$ cat src/char_disp_pkg.sv
// shared constants, types and decode helpers of the character display decoder
package char_disp_pkg;

  // ***************************************************************
  // clocking and timing
  // ***************************************************************
  localparam int CLK_FREQ_HZ = 20000000;
  localparam int OSC_FREQ_HZ = 250000;
  localparam int OSC_DIV = CLK_FREQ_HZ / OSC_FREQ_HZ;
  localparam int CLEAR_TIME_US = 6200;
  // longest time: rounded down
  localparam int CLEAR_CYCLES = CLEAR_TIME_US * (CLK_FREQ_HZ / 1000000);
  localparam int EXEC_TICKS = 2;
  localparam int CNT_W = 24;

  // ***************************************************************
  // memory layout
  // ***************************************************************
  localparam int DISP_AW = 7;
  localparam int PAT_AW = 6;
  localparam int MEM_AW = 8;
  localparam int DATA_W = 8;
  localparam logic [7:0] BLANK_CODE = 8'h20;
  localparam logic [6:0] DISP_TOP = 7'h7F;

  // ***************************************************************
  // instruction fields
  // ***************************************************************
  localparam int OP_CLEAR = 0;
  localparam int OP_HOME = 1;
  localparam int OP_ENTRY = 2;
  localparam int OP_DISPCTL = 3;
  localparam int OP_SHIFT = 4;
  localparam int OP_FUNC = 5;
  localparam int OP_PATADDR = 6;
  localparam int OP_DISPADDR = 7;
  localparam logic [3:0] OP_NONE = 4'h8;
  localparam int ENTRY_ID_BIT = 1;
  localparam int ENTRY_S_BIT = 0;
  localparam int DISP_ON_BIT = 2;
  localparam int CUR_ON_BIT = 1;
  localparam int BLINK_BIT = 0;
  localparam int SHIFT_SC_BIT = 3;
  localparam int SHIFT_RL_BIT = 2;
  localparam int MODE_GC_BIT = 3;
  localparam int MODE_PWR_BIT = 2;
  localparam int FS_DL_BIT = 4;
  localparam int FS_N_BIT = 3;
  localparam int FS_F_BIT = 2;
  localparam int FS_FTHI_BIT = 1;
  localparam int FS_FTLO_BIT = 0;
  localparam logic [1:0] SUB_SHIFT = 2'h0;
  localparam logic [1:0] SUB_MODE = 2'h3;

  // ***************************************************************
  // values after reset
  // ***************************************************************
  localparam logic RST_ENTRY_INC = 1'b1;
  localparam logic RST_BUS_WIDTH = 1'b1;
  localparam logic RST_POWER_ON = 1'b1;

  // ***************************************************************
  // types
  // ***************************************************************
  typedef struct packed {
    logic entryInc;
    logic entryShift;
    logic displayOn;
    logic cursorOn;
    logic blinkOn;
    logic graphicMode;
    logic powerOn;
    logic busWidthSelect;
    logic lineCount;
    logic fontSel;
    logic fontTableHi;
    logic fontTableLo;
    logic [DISP_AW-1:0] shiftOffset;
  } dispCfg_t;

  typedef enum logic [2:0] {
    ST_IDLE = 3'b001,
    ST_CLEAR = 3'b010,
    ST_EXEC = 3'b100
  } decState_t;

  typedef struct packed {
    decState_t st;
    dispCfg_t cfg;
    logic [DISP_AW-1:0] addressCounter;
    logic patternSel;
    logic busyFlag;
    logic [DATA_W-1:0] rdData;
    logic [CNT_W-1:0] cnt;
    logic [DISP_AW-1:0] clrAddr;
    logic clrDone;
    logic pendStep;
    logic pendShift;
  } decRegs_t;

  // position of the highest set bit, OP_NONE for zero
  function automatic logic [3:0] msbPos(input logic [7:0] b);
    logic [3:0] p;
    p = OP_NONE;
    for (int i = 0; i < 8; i++) begin
      if (b[i]) begin
        p = 4'(i);
      end
    end
    return p;
  endfunction

endpackage

$ cat src/char_disp_decoder.sv
// instruction decoder of the character display controller
`timescale 1ns/1ps
module char_disp_decoder #(
  parameter int unsigned CLEAR_CYCLES = char_disp_pkg::CLEAR_CYCLES,
  parameter int unsigned EXEC_TICKS = char_disp_pkg::EXEC_TICKS
) (
  input wire logic clk_sys,
  input wire logic rstn,
  input wire logic instrDataSelect,
  input wire logic wrStrobe,
  input wire logic rdStrobe,
  input wire logic [char_disp_pkg::DATA_W-1:0] wrData,
  output logic [char_disp_pkg::DATA_W-1:0] rdData,
  output logic busyFlag,
  output logic [char_disp_pkg::DISP_AW-1:0] addressCounter,
  output logic patternSelect,
  output char_disp_pkg::dispCfg_t dispCfg
);

  // ***************************************************************
  // state and helpers
  // ***************************************************************
  char_disp_pkg::decRegs_t q;
  char_disp_pkg::decRegs_t d;

  logic tick;
  logic memWe;
  logic [char_disp_pkg::MEM_AW-1:0] memWAddr;
  logic [char_disp_pkg::DATA_W-1:0] memWData;
  logic [char_disp_pkg::MEM_AW-1:0] memRAddr;
  logic [char_disp_pkg::DATA_W-1:0] memRData;
  logic [3:0] op;

  // next address after one step, kept inside the selected RAM
  function automatic logic [6:0] stepAddr(input logic [6:0] a,
                                          input logic inc,
                                          input logic pat);
    logic [6:0] n;
    n = inc ? a + 7'h01 : a - 7'h01;
    if (pat) begin
      n = {1'b0, n[5:0]};
    end
    return n;
  endfunction

  // memory index: display RAM low half, pattern RAM high half
  function automatic logic [7:0] memIndex(input logic [6:0] a,
                                          input logic pat);
    logic [7:0] m;
    m = pat ? {2'b10, a[5:0]} : {1'b0, a};
    return m;
  endfunction

  // ***************************************************************
  // submodules
  // ***************************************************************
  osc_tick #(
    .DIV(char_disp_pkg::OSC_DIV)
  ) u_tick (
    .clk_sys(clk_sys),
    .rstn(rstn),
    .tick(tick)
  );

  disp_mem #(
    .AW(char_disp_pkg::MEM_AW),
    .DW(char_disp_pkg::DATA_W)
  ) u_mem (
    .clk_sys(clk_sys),
    .rstn(rstn),
    .we(memWe),
    .wAddr(memWAddr),
    .wData(memWData),
    .rAddr(memRAddr),
    .rData(memRData)
  );

  // the memory follows the address counter so a read answers in one cycle
  assign memRAddr = memIndex(q.addressCounter, q.patternSel);
  assign op = char_disp_pkg::msbPos(wrData);

  // ***************************************************************
  // next state
  // ***************************************************************
  always_comb begin
    d = q;
    memWe = 1'b0;
    memWAddr = memIndex(q.addressCounter, q.patternSel);
    memWData = wrData;

    // status reads answer in every state, data reads return memory only in the idle state
    if (rdStrobe) begin
      if (!instrDataSelect) begin
        d.rdData = {q.busyFlag, q.addressCounter};
      end else if (q.st == char_disp_pkg::ST_IDLE) begin
        d.rdData = memRData;
        d.pendStep = 1'b1;
        d.pendShift = q.cfg.entryShift;
        d.busyFlag = 1'b1;
        d.cnt = char_disp_pkg::CNT_W'(EXEC_TICKS);
        d.st = char_disp_pkg::ST_EXEC;
      end else begin
        d.rdData = 8'h00;
      end
    end

    case (q.st)
      char_disp_pkg::ST_IDLE: begin
        if (wrStrobe && instrDataSelect) begin
          memWe = 1'b1;
          d.pendStep = 1'b1;
          d.pendShift = q.cfg.entryShift;
          d.busyFlag = 1'b1;
          d.cnt = char_disp_pkg::CNT_W'(EXEC_TICKS);
          d.st = char_disp_pkg::ST_EXEC;
        end else if (wrStrobe) begin
          d.pendStep = 1'b0;
          d.pendShift = 1'b0;
          d.busyFlag = 1'b1;
          d.cnt = char_disp_pkg::CNT_W'(EXEC_TICKS);
          d.st = char_disp_pkg::ST_EXEC;
          case (op)
            4'(char_disp_pkg::OP_CLEAR): begin
              d.addressCounter = '0;
              d.patternSel = 1'b0;
              d.cfg.shiftOffset = '0;
              d.clrAddr = '0;
              d.clrDone = 1'b0;
              d.cnt = char_disp_pkg::CNT_W'(CLEAR_CYCLES - 1);
              d.st = char_disp_pkg::ST_CLEAR;
            end
            4'(char_disp_pkg::OP_HOME): begin
              // the low bit is a test input and plays no part here
              d.addressCounter = '0;
              d.patternSel = 1'b0;
              d.cfg.shiftOffset = '0;
            end
            4'(char_disp_pkg::OP_ENTRY): begin
              d.cfg.entryInc = wrData[char_disp_pkg::ENTRY_ID_BIT];
              d.cfg.entryShift = wrData[char_disp_pkg::ENTRY_S_BIT];
            end
            4'(char_disp_pkg::OP_DISPCTL): begin
              d.cfg.displayOn = wrData[char_disp_pkg::DISP_ON_BIT];
              d.cfg.cursorOn = wrData[char_disp_pkg::CUR_ON_BIT];
              d.cfg.blinkOn = wrData[char_disp_pkg::BLINK_BIT];
            end
            4'(char_disp_pkg::OP_SHIFT): begin
              if (wrData[1:0] == char_disp_pkg::SUB_MODE) begin
                // zero selects character mode, one graphic mode
                d.cfg.graphicMode = wrData[char_disp_pkg::MODE_GC_BIT];
                d.cfg.powerOn = wrData[char_disp_pkg::MODE_PWR_BIT];
              end else if (wrData[1:0] == char_disp_pkg::SUB_SHIFT) begin
                if (wrData[char_disp_pkg::SHIFT_SC_BIT]) begin
                  d.cfg.shiftOffset = stepAddr(q.cfg.shiftOffset,
                    wrData[char_disp_pkg::SHIFT_RL_BIT], 1'b0);
                end else begin
                  d.addressCounter = stepAddr(q.addressCounter,
                    wrData[char_disp_pkg::SHIFT_RL_BIT],
                    q.patternSel);
                end
              end
            end
            4'(char_disp_pkg::OP_FUNC): begin
              d.cfg.busWidthSelect = wrData[char_disp_pkg::FS_DL_BIT];
              d.cfg.lineCount = wrData[char_disp_pkg::FS_N_BIT];
              d.cfg.fontSel = wrData[char_disp_pkg::FS_F_BIT];
              d.cfg.fontTableHi = wrData[char_disp_pkg::FS_FTHI_BIT];
              d.cfg.fontTableLo = wrData[char_disp_pkg::FS_FTLO_BIT];
            end
            4'(char_disp_pkg::OP_PATADDR): begin
              d.addressCounter = {1'b0, wrData[5:0]};
              d.patternSel = 1'b1;
            end
            4'(char_disp_pkg::OP_DISPADDR): begin
              d.addressCounter = wrData[6:0];
              d.patternSel = 1'b0;
            end
            default: begin
              // all-zero byte: nothing to execute
              d.busyFlag = 1'b0;
              d.st = char_disp_pkg::ST_IDLE;
            end
          endcase
        end
      end

      char_disp_pkg::ST_CLEAR: begin
        // blank every display location while the clear time counts down from the same start
        memWe = !q.clrDone;
        memWAddr = {1'b0, q.clrAddr};
        memWData = char_disp_pkg::BLANK_CODE;
        d.clrAddr = q.clrAddr + 7'h01;
        if (q.clrAddr == char_disp_pkg::DISP_TOP) begin
          d.clrDone = 1'b1;
        end
        if (q.cnt == '0) begin
          d.busyFlag = 1'b0;
          d.st = char_disp_pkg::ST_IDLE;
        end else begin
          d.cnt = q.cnt - 1'b1;
        end
      end

      char_disp_pkg::ST_EXEC: begin
        if (tick) begin
          if (q.cnt <= char_disp_pkg::CNT_W'(1)) begin
            // the stepped address appears together with busy clearing
            if (q.pendStep) begin
              d.addressCounter = stepAddr(q.addressCounter,
                q.cfg.entryInc, q.patternSel);
            end
            if (q.pendShift) begin
              d.cfg.shiftOffset = stepAddr(q.cfg.shiftOffset,
                q.cfg.entryInc, 1'b0);
            end
            d.pendStep = 1'b0;
            d.pendShift = 1'b0;
            d.busyFlag = 1'b0;
            d.st = char_disp_pkg::ST_IDLE;
          end else begin
            d.cnt = q.cnt - 1'b1;
          end
        end
      end

      default: begin
        d.busyFlag = 1'b0;
        d.st = char_disp_pkg::ST_IDLE;
      end
    endcase
  end

  // ***************************************************************
  // registers
  // ***************************************************************
  always_ff @(posedge clk_sys or negedge rstn) begin
    if (!rstn) begin
      q <= '0;
      q.st <= char_disp_pkg::ST_IDLE;
      q.cfg.entryInc <= char_disp_pkg::RST_ENTRY_INC;
      q.cfg.busWidthSelect <= char_disp_pkg::RST_BUS_WIDTH;
      q.cfg.powerOn <= char_disp_pkg::RST_POWER_ON;
    end else begin
      q <= d;
    end
  end

  assign rdData = q.rdData;
  assign busyFlag = q.busyFlag;
  assign addressCounter = q.addressCounter;
  assign patternSelect = q.patternSel;
  assign dispCfg = q.cfg;

endmodule

$ cat src/disp_mem.sv
// byte memory holding display and pattern data, registered read
`timescale 1ns/1ps
module disp_mem #(
  parameter int AW = char_disp_pkg::MEM_AW,
  parameter int DW = char_disp_pkg::DATA_W
) (
  input wire logic clk_sys,
  input wire logic rstn,
  input wire logic we,
  input wire logic [AW-1:0] wAddr,
  input wire logic [DW-1:0] wData,
  input wire logic [AW-1:0] rAddr,
  output logic [DW-1:0] rData
);

  logic [DW-1:0] mem [0:(1<<AW)-1];

  always_ff @(posedge clk_sys) begin
    if (we) begin
      mem[wAddr] <= wData;
    end
  end

  always_ff @(posedge clk_sys or negedge rstn) begin
    if (!rstn) begin
      rData <= '0;
    end else begin
      rData <= mem[rAddr];
    end
  end

endmodule

$ cat src/osc_tick.sv
// divider giving a one-cycle enable at the internal oscillator rate
`timescale 1ns/1ps
module osc_tick #(
  parameter int DIV = char_disp_pkg::OSC_DIV
) (
  input wire logic clk_sys,
  input wire logic rstn,
  output logic tick
);

  typedef struct packed {
    logic [15:0] cnt;
    logic tick;
  } tickRegs_t;

  tickRegs_t q;
  tickRegs_t d;

  always_comb begin
    d = q;
    d.tick = 1'b0;
    if (q.cnt == 16'(DIV - 1)) begin
      d.cnt = 16'h0000;
      d.tick = 1'b1;
    end else begin
      d.cnt = q.cnt + 16'h0001;
    end
  end

  always_ff @(posedge clk_sys or negedge rstn) begin
    if (!rstn) begin
      q <= '0;
    end else begin
      q <= d;
    end
  end

  assign tick = q.tick;

endmodule

$ cat config.mk
export PLATFORM = sky130hd
export DESIGN_NAME = char_disp_decoder
export DESIGN_NICKNAME = d
export VERILOG_FILES = /design/src/char_disp_pkg.sv /design/src/char_disp_decoder.sv /design/src/disp_mem.sv /design/src/osc_tick.sv
export SDC_FILE = /design/constraint.sdc
export NUM_CORES = 2
export LEC_CHECK = 0
export BUFFER_PORTS_ARGS = -buffer_cell sky130_fd_sc_hd__buf_2
export CORE_ASPECT_RATIO = 1.25
export CORE_MARGIN = 3
export CORE_UTILIZATION = 50
export DETAILED_ROUTE_END_ITERATION = 8
export PLACE_DENSITY = 0.69
export SETUP_SLACK_MARGIN = 0.5
export SYNTH_ARGS = -nofsm -noshare
export SYNTH_HDL_FRONTEND = slang
export SYNTH_SLANG_ARGS = --single-unit
export TNS_END_PERCENT = 50
$ cat constraint.sdc
create_clock -name clk_sys -period 8.4 [get_ports clk_sys]
set_input_delay 0.42 -clock clk_sys [delete_from_list [all_inputs] [get_ports clk_sys]]
set_output_delay 0.42 -clock clk_sys [all_outputs]
set_load 0.03 [all_outputs]
== Word level (Yosys, flattened, before mapping) ==
Memory sizes are Yosys's and may differ from the RTL's. A register that Yosys moved wholly into a read port is not among the register bits.
Cells that the tools add are included.
Storage, ports and cells
  flip-flop bits (word level): 90
  RAM bits: 2048
  bits of input ports: 13
  output and inout port bits: 36
  logic and storage cells: 165
  memories: 1
Operators by class
  $add $sub $neg: 7
  magnitude comparators: 1
  equal/unequal tests: 27
  muxes and demuxes: 81
  bitwise operators: 1
  reduce and logical (&&, ||, !) cells: 22
Memory list
  u_mem.mem: words 256, width 8, rd ports 1, clocked after memory_dff 1, wr ports 1, line disp_mem.sv:16  | logic [DW-1:0] mem [0:(1<<AW)-1];
Operators by type and width (count)
  $mux 24: 6
  $pmux 24 s3: 1
  $mux 7: 10
  $mux 14: 4
  $mux 8: 6
  $mux 34: 1
  $mux 33: 1
  $mux 4: 8
  $mux 31: 1
  $pmux 14 s2: 1
  $pmux 7 s4: 1
  $mux 25: 1
  $le 24x1->1 const B: 1
  $logic_not 24->1: 1
  $mux 3: 8
  $sub 24x1->24 const B: 1
  $add 7x1->7 const B: 3
  $reduce_and 10->1: 2
  $reduce_and 4->1: 5
  $mux 2: 9
  $add 16x1->16 const B: 1
  $eq 16x7->1 const B: 1
  $eq 4x3->1 const B: 4
  $mux 16: 1
  34 further kinds: 61

== Longest topological paths before layout ==
  depth after elaboration: 14
  gate-level depth with buffers: 14
  gate-level depth less buffers: 8

== By module ==
A second synthesis with hierarchy kept.
Unflattened totals
  cell total of the unflattened synthesis: 4460
  area, all modules: 85851.1 um^2
Modules (own cells, without submodules)
  disp_mem: times used 1, cells an instance 3795, area an instance 80038.0 um^2, seq. area each 61699.2 um^2
  char_disp_decoder: times used 1, cells an instance 595, area an instance 5032.3 um^2, seq. area each 1831.8 um^2
  osc_tick: times used 1, cells an instance 70, area an instance 780.7 um^2, seq. area each 425.4 um^2

== Worst setup path before layout ==
OpenSTA, ideal clock, no wires.
  kind: reg2reg
  start point: register q[70] (netlist bit)
  end point: memory u_mem.mem[0][2] (netlist bit) (data pin)
  setup time: 1.095 ns
  arrival time: 5.576 ns
  data required time: 7.305 ns
  setup slack: 1.729 ns
  stages on the path, launching flop included: 5
  path buffers: 2
  period minus slack after synthesis: 6.671 ns
  path through: dfstp_2 clkbuf_1 nor3b_1 clkbuf_1 nor2_1
On the way
  word-level cells in the longest chain between the ends: 2
RTL lines
  from (decl): line char_disp_decoder.sv:23  | char_disp_pkg::decRegs_t q;
  $eq 3x2->1: line char_disp_decoder.sv:107  | case (q.st)
  $mux 8: line char_disp_decoder.sv:107
  net memWData (one bit): line char_disp_decoder.sv:29  | logic [char_disp_pkg::DATA_W-1:0] memWData;
  to (decl): line disp_mem.sv:16
The timed path passes the listed nets, and every way through them passes these cells.

== Worst setup path in the final report ==
  start point: register q (netlist bit addressCounter[2])
  end point: memory u_mem.mem[118][5] (netlist bit) (enable)
On the way
  word-level cells in the longest chain between the ends: 2
RTL lines
  $mux 8: line char_disp_decoder.sv:50  | m = pat ? {2'b10, a[5:0]} : {1'b0, a};
  $mux 8: line char_disp_decoder.sv:107
No other way between the ends.

==> impl_results.md <==
- Post-placement cell area: 0.06738 mm²
- Setup crit start: addressCounter[2]
- TritonCTS clock tree: yes
- Setup crit end kind: flip-flop
- Mapped cell area: 0.06552 mm²
- Vias in the first global route: 34,090
- Layout cells sized above 1: 22.37%
- Pwr Total: 22.37 mW
- Worst hold-check path type: primary input to flip-flop
- Largest net degree at the start of global routing: 193
- Post-synth top area share: 70.39%
- DR iter-0 viols: 4,287
- Req. time, crit path: 8.79 ns
- Yosys top cell by area: edfxtp_1
- Clock skew: 0.02895 ns
- Min Tclk post-route: 4.847 ns
- Antenna-violating nets left: 0
- Netlist cell types: 78
- Combinational Power Share: 27.9%
- Syn Inst Count: 3,421
- Max_cap viols: 0
- Commonest non-fill, non-tap cell in the layout: edfxtp_1
- WL final: 162,500 µm
- EDFF count, synth: 1,536
- Vias/cell: 6.404
- Hold buffers post-CTS: 5
- Async SR Flop Fraction: 5.998%
- Relative slew slack: 8.991%
- Core area: 0.1293 mm²
- Max Freq: 206.3 MHz
- Antenna violations before repair: 6
- Leak: 23.01 nW
- # setup viols final: 0
- Setup ws final: 3.553 ns
- Die X: 329.8 µm
- Sum of negative setup slack: 0 ns
- Post-DP HPWL: 98,040 µm
- Max Transition Viols Final: 0
- P_int: 15.35 mW
- Worst skew pair latency: 0.78 ns
- Most frequent cells in the layout: 1,536 x edfxtp_1, 370 x mux4_2, 249 x nor2_1, 158 x clkbuf_16, 120 x nand2_1
- Worst EP arrival: 5.24 ns
- R2R setup slack: 3.55 ns
- Clock Power Share: 30.4%
- RD Place Congestion: 0.8614
- Synthesized area per cell: 19.15 µm²
- Pre-CTS setup slack: 3.753 ns
- Routed vias: 33,990
- Peak VDD IR: 0.3039 mV
- Seq pwr share: 41.7%
- Tcrit/Tclk final: 57.70%
- Nets: 3,489
- Yosys warnings: 0
- Tot GR Track Use: 24.37%
- Die height: 410.7 µm
- # port buffers: 48
- DRC Markers: 0
- Starting Density: 50.67%
- Root buf cell: clkbuf_16
- Boundary Pins: 49
- PwrDens: 309.4 mW/mm²
- Crit path kind: flip-flop to flip-flop
- TritonRoute pass-1 iters: 6
- Syn-to-layout area delta: 10.36%
- Flops & latches, synth: 1,634
- Slew at the pin closest to its max-slew limit: 1.353 ns
- Clk slew on worst S/H paths: 0.06 ns
- Post_cts resized: 0
- Launch point of the worst hold path: wrData[0]
- # rows: 147
- FF-to-FF Start: addressCounter[2]
- Top post-synthesis cells by area: edfxtp_1 70%, mux4_2 13%, dfrtp_1 3.6%, mux2i_1 1.8%, nor2_1 1.4%
- Ys flop type: edfxtp_1
- TritonCTS buffer count: 152
- Cell area after layout: 0.07231 mm²
- Net count after synthesis: 3,442
- Final Util: 55.92%
- First-pass GRT wire length: 238,900 µm
- Outcome: complete, no violations
- CTS Sinks: 1,634
- RSZ-0062 raised after global routing: false
- CTS H-Tree Depth: 4
- CP Launch Type: flip-flop
- Hold Vio Cnt, Final: 0
- Postcts setup bufs: 0
- Seq/Total Area, Yosys: 74.14%
- Clock Tree Buf Depth: 3
- Die Area: 0.1355 mm²
- Routed WL per cell: 30.62 µm
- Crit path max fanout: 37
- Sw Ratio: 31.38%
- Gr ovfl total: 0
- Net switching power: 7.021 mW
## sequential cells by signal, summed over array words and instances (netlist names)
name,cells
dispCfg,19
u_mem.mem,1536
u_tick.tick,1
u_mem.rData,8
rdData,8
u_tick.q,16
addressCounter,7
busyFlag,1
patternSelect,1
q,37
## cells in the mapped netlist, types with 6 or more instances
| master | number |
|---|---|
| ha_1 | 8 |
| o21a_1 | 6 |
| o221ai_1 | 10 |
| buf_1 | 15 |
| a21oi_1 | 70 |
| buf_2 | 30 |
| o211ai_1 | 6 |
| mux2i_1 | 115 |
| buf_4 | 64 |
| or2_2 | 6 |
| a31oi_1 | 20 |
| o21ai_0 | 58 |
| and3_1 | 6 |
| dfrtp_1 | 94 |
| xor2_1 | 17 |
| mux2_2 | 39 |
| nand4_1 | 15 |
| a21o_1 | 12 |
| a211o_1 | 7 |
| a221oi_1 | 18 |
| o31ai_1 | 9 |
| nor3_1 | 30 |
| clkbuf_1 | 107 |
| nor2b_1 | 22 |
| buf_6 | 6 |
| edfxtp_1 | 1536 |
| nand3b_1 | 12 |
| and2_1 | 10 |
| nand3_2 | 8 |
| o22ai_1 | 23 |
| a22o_1 | 15 |
| nand2b_1 | 15 |
| nand3_1 | 58 |
| nor2_1 | 253 |
| inv_1 | 23 |
| nand2_1 | 120 |
| nor4_1 | 12 |
| or3_1 | 18 |
| xnor2_1 | 10 |
| nor4b_1 | 6 |
| mux4_2 | 370 |
| a22oi_1 | 47 |
| a211oi_1 | 19 |
## worst max-delay path, stage by stage, from the launching register on
cell and delay (ns):
dfrtp_4 0.83, buf_4 0.62, nand2_1 0.40, o21ai_1 0.64, nand3_2 0.92, nor2_1 0.96
## metal layers
metal	track usage, %	routed length, µm	vias to the layer above
li1	-	-	14050
met1	32.58	61440	17810
met2	39.06	79700	1771
met3	5.010	13890	360
met4	10.74	7423	8
met5	0	82	-
## area by class of cell
type / count / area, µm²
clock inverter: 91 / 784.5
tap: 1713 / 2143
inverter: 24 / 90.09
fill: 9500 / 56990
clock buffer: 189 / 4090
timing repair buffer: 116 / 803.3
multi-input combinational: 1540 / 15800
sequential: 1634 / 48600
antenna: 1 / 2.502
## logic make-up (layout without fill, tap and decap cells)
family	count (synthesis)	in the layout	share of synthesized area, %
buffers and inverters	247	420	1.910
other	0	1	0
multiplexers	525	525	15.16
XOR/XNOR	27	27	0.3609
flip-flops	1634	1634	74.14
AND/OR/NAND/NOR	618	618	4.493
AO/OA/AOI/OAI	362	362	3.777
adder cells (fa/ha/maj)	8	8	0.1528
## power groups by stage
stage / Clock (mW) / Sequential [mW] / Combinational (mW)
floorplan: 0 / 9.29 / 4.43
global placement: 0 / 9.50 / 6.20
detailed placement: 0 / 9.50 / 6.23
CTS: 6.87 / 9.33 / 6.26
global route: 7.20 / 9.35 / 6.54
finish: 6.79 / 9.33 / 6.25
## stage by stage
stage,hold slack [ns],cells
2_1_floorplan,0.1244,3421
3_3_place_gp,0.3699,5022
3_5_place_dp,0.3615,5022
4_1_cts,0.01102,5307
5_1_grt,0.04425,5307
6_report,0.05639,5308
## final timing paths
kind                                      to  depth (start not counted)
min in group asynchronous              q[32]                          2
hold / removal                   dispCfg[14]                          2
hold reg to reg                   dispCfg[9]                          2
max in group asynchronous  addressCounter[0]                          3
setup reg to reg           u_mem.mem[118][5]                          5
setup / recovery           u_mem.mem[118][5]                          5
Note: power is estimated with default switching activity, not from simulation.
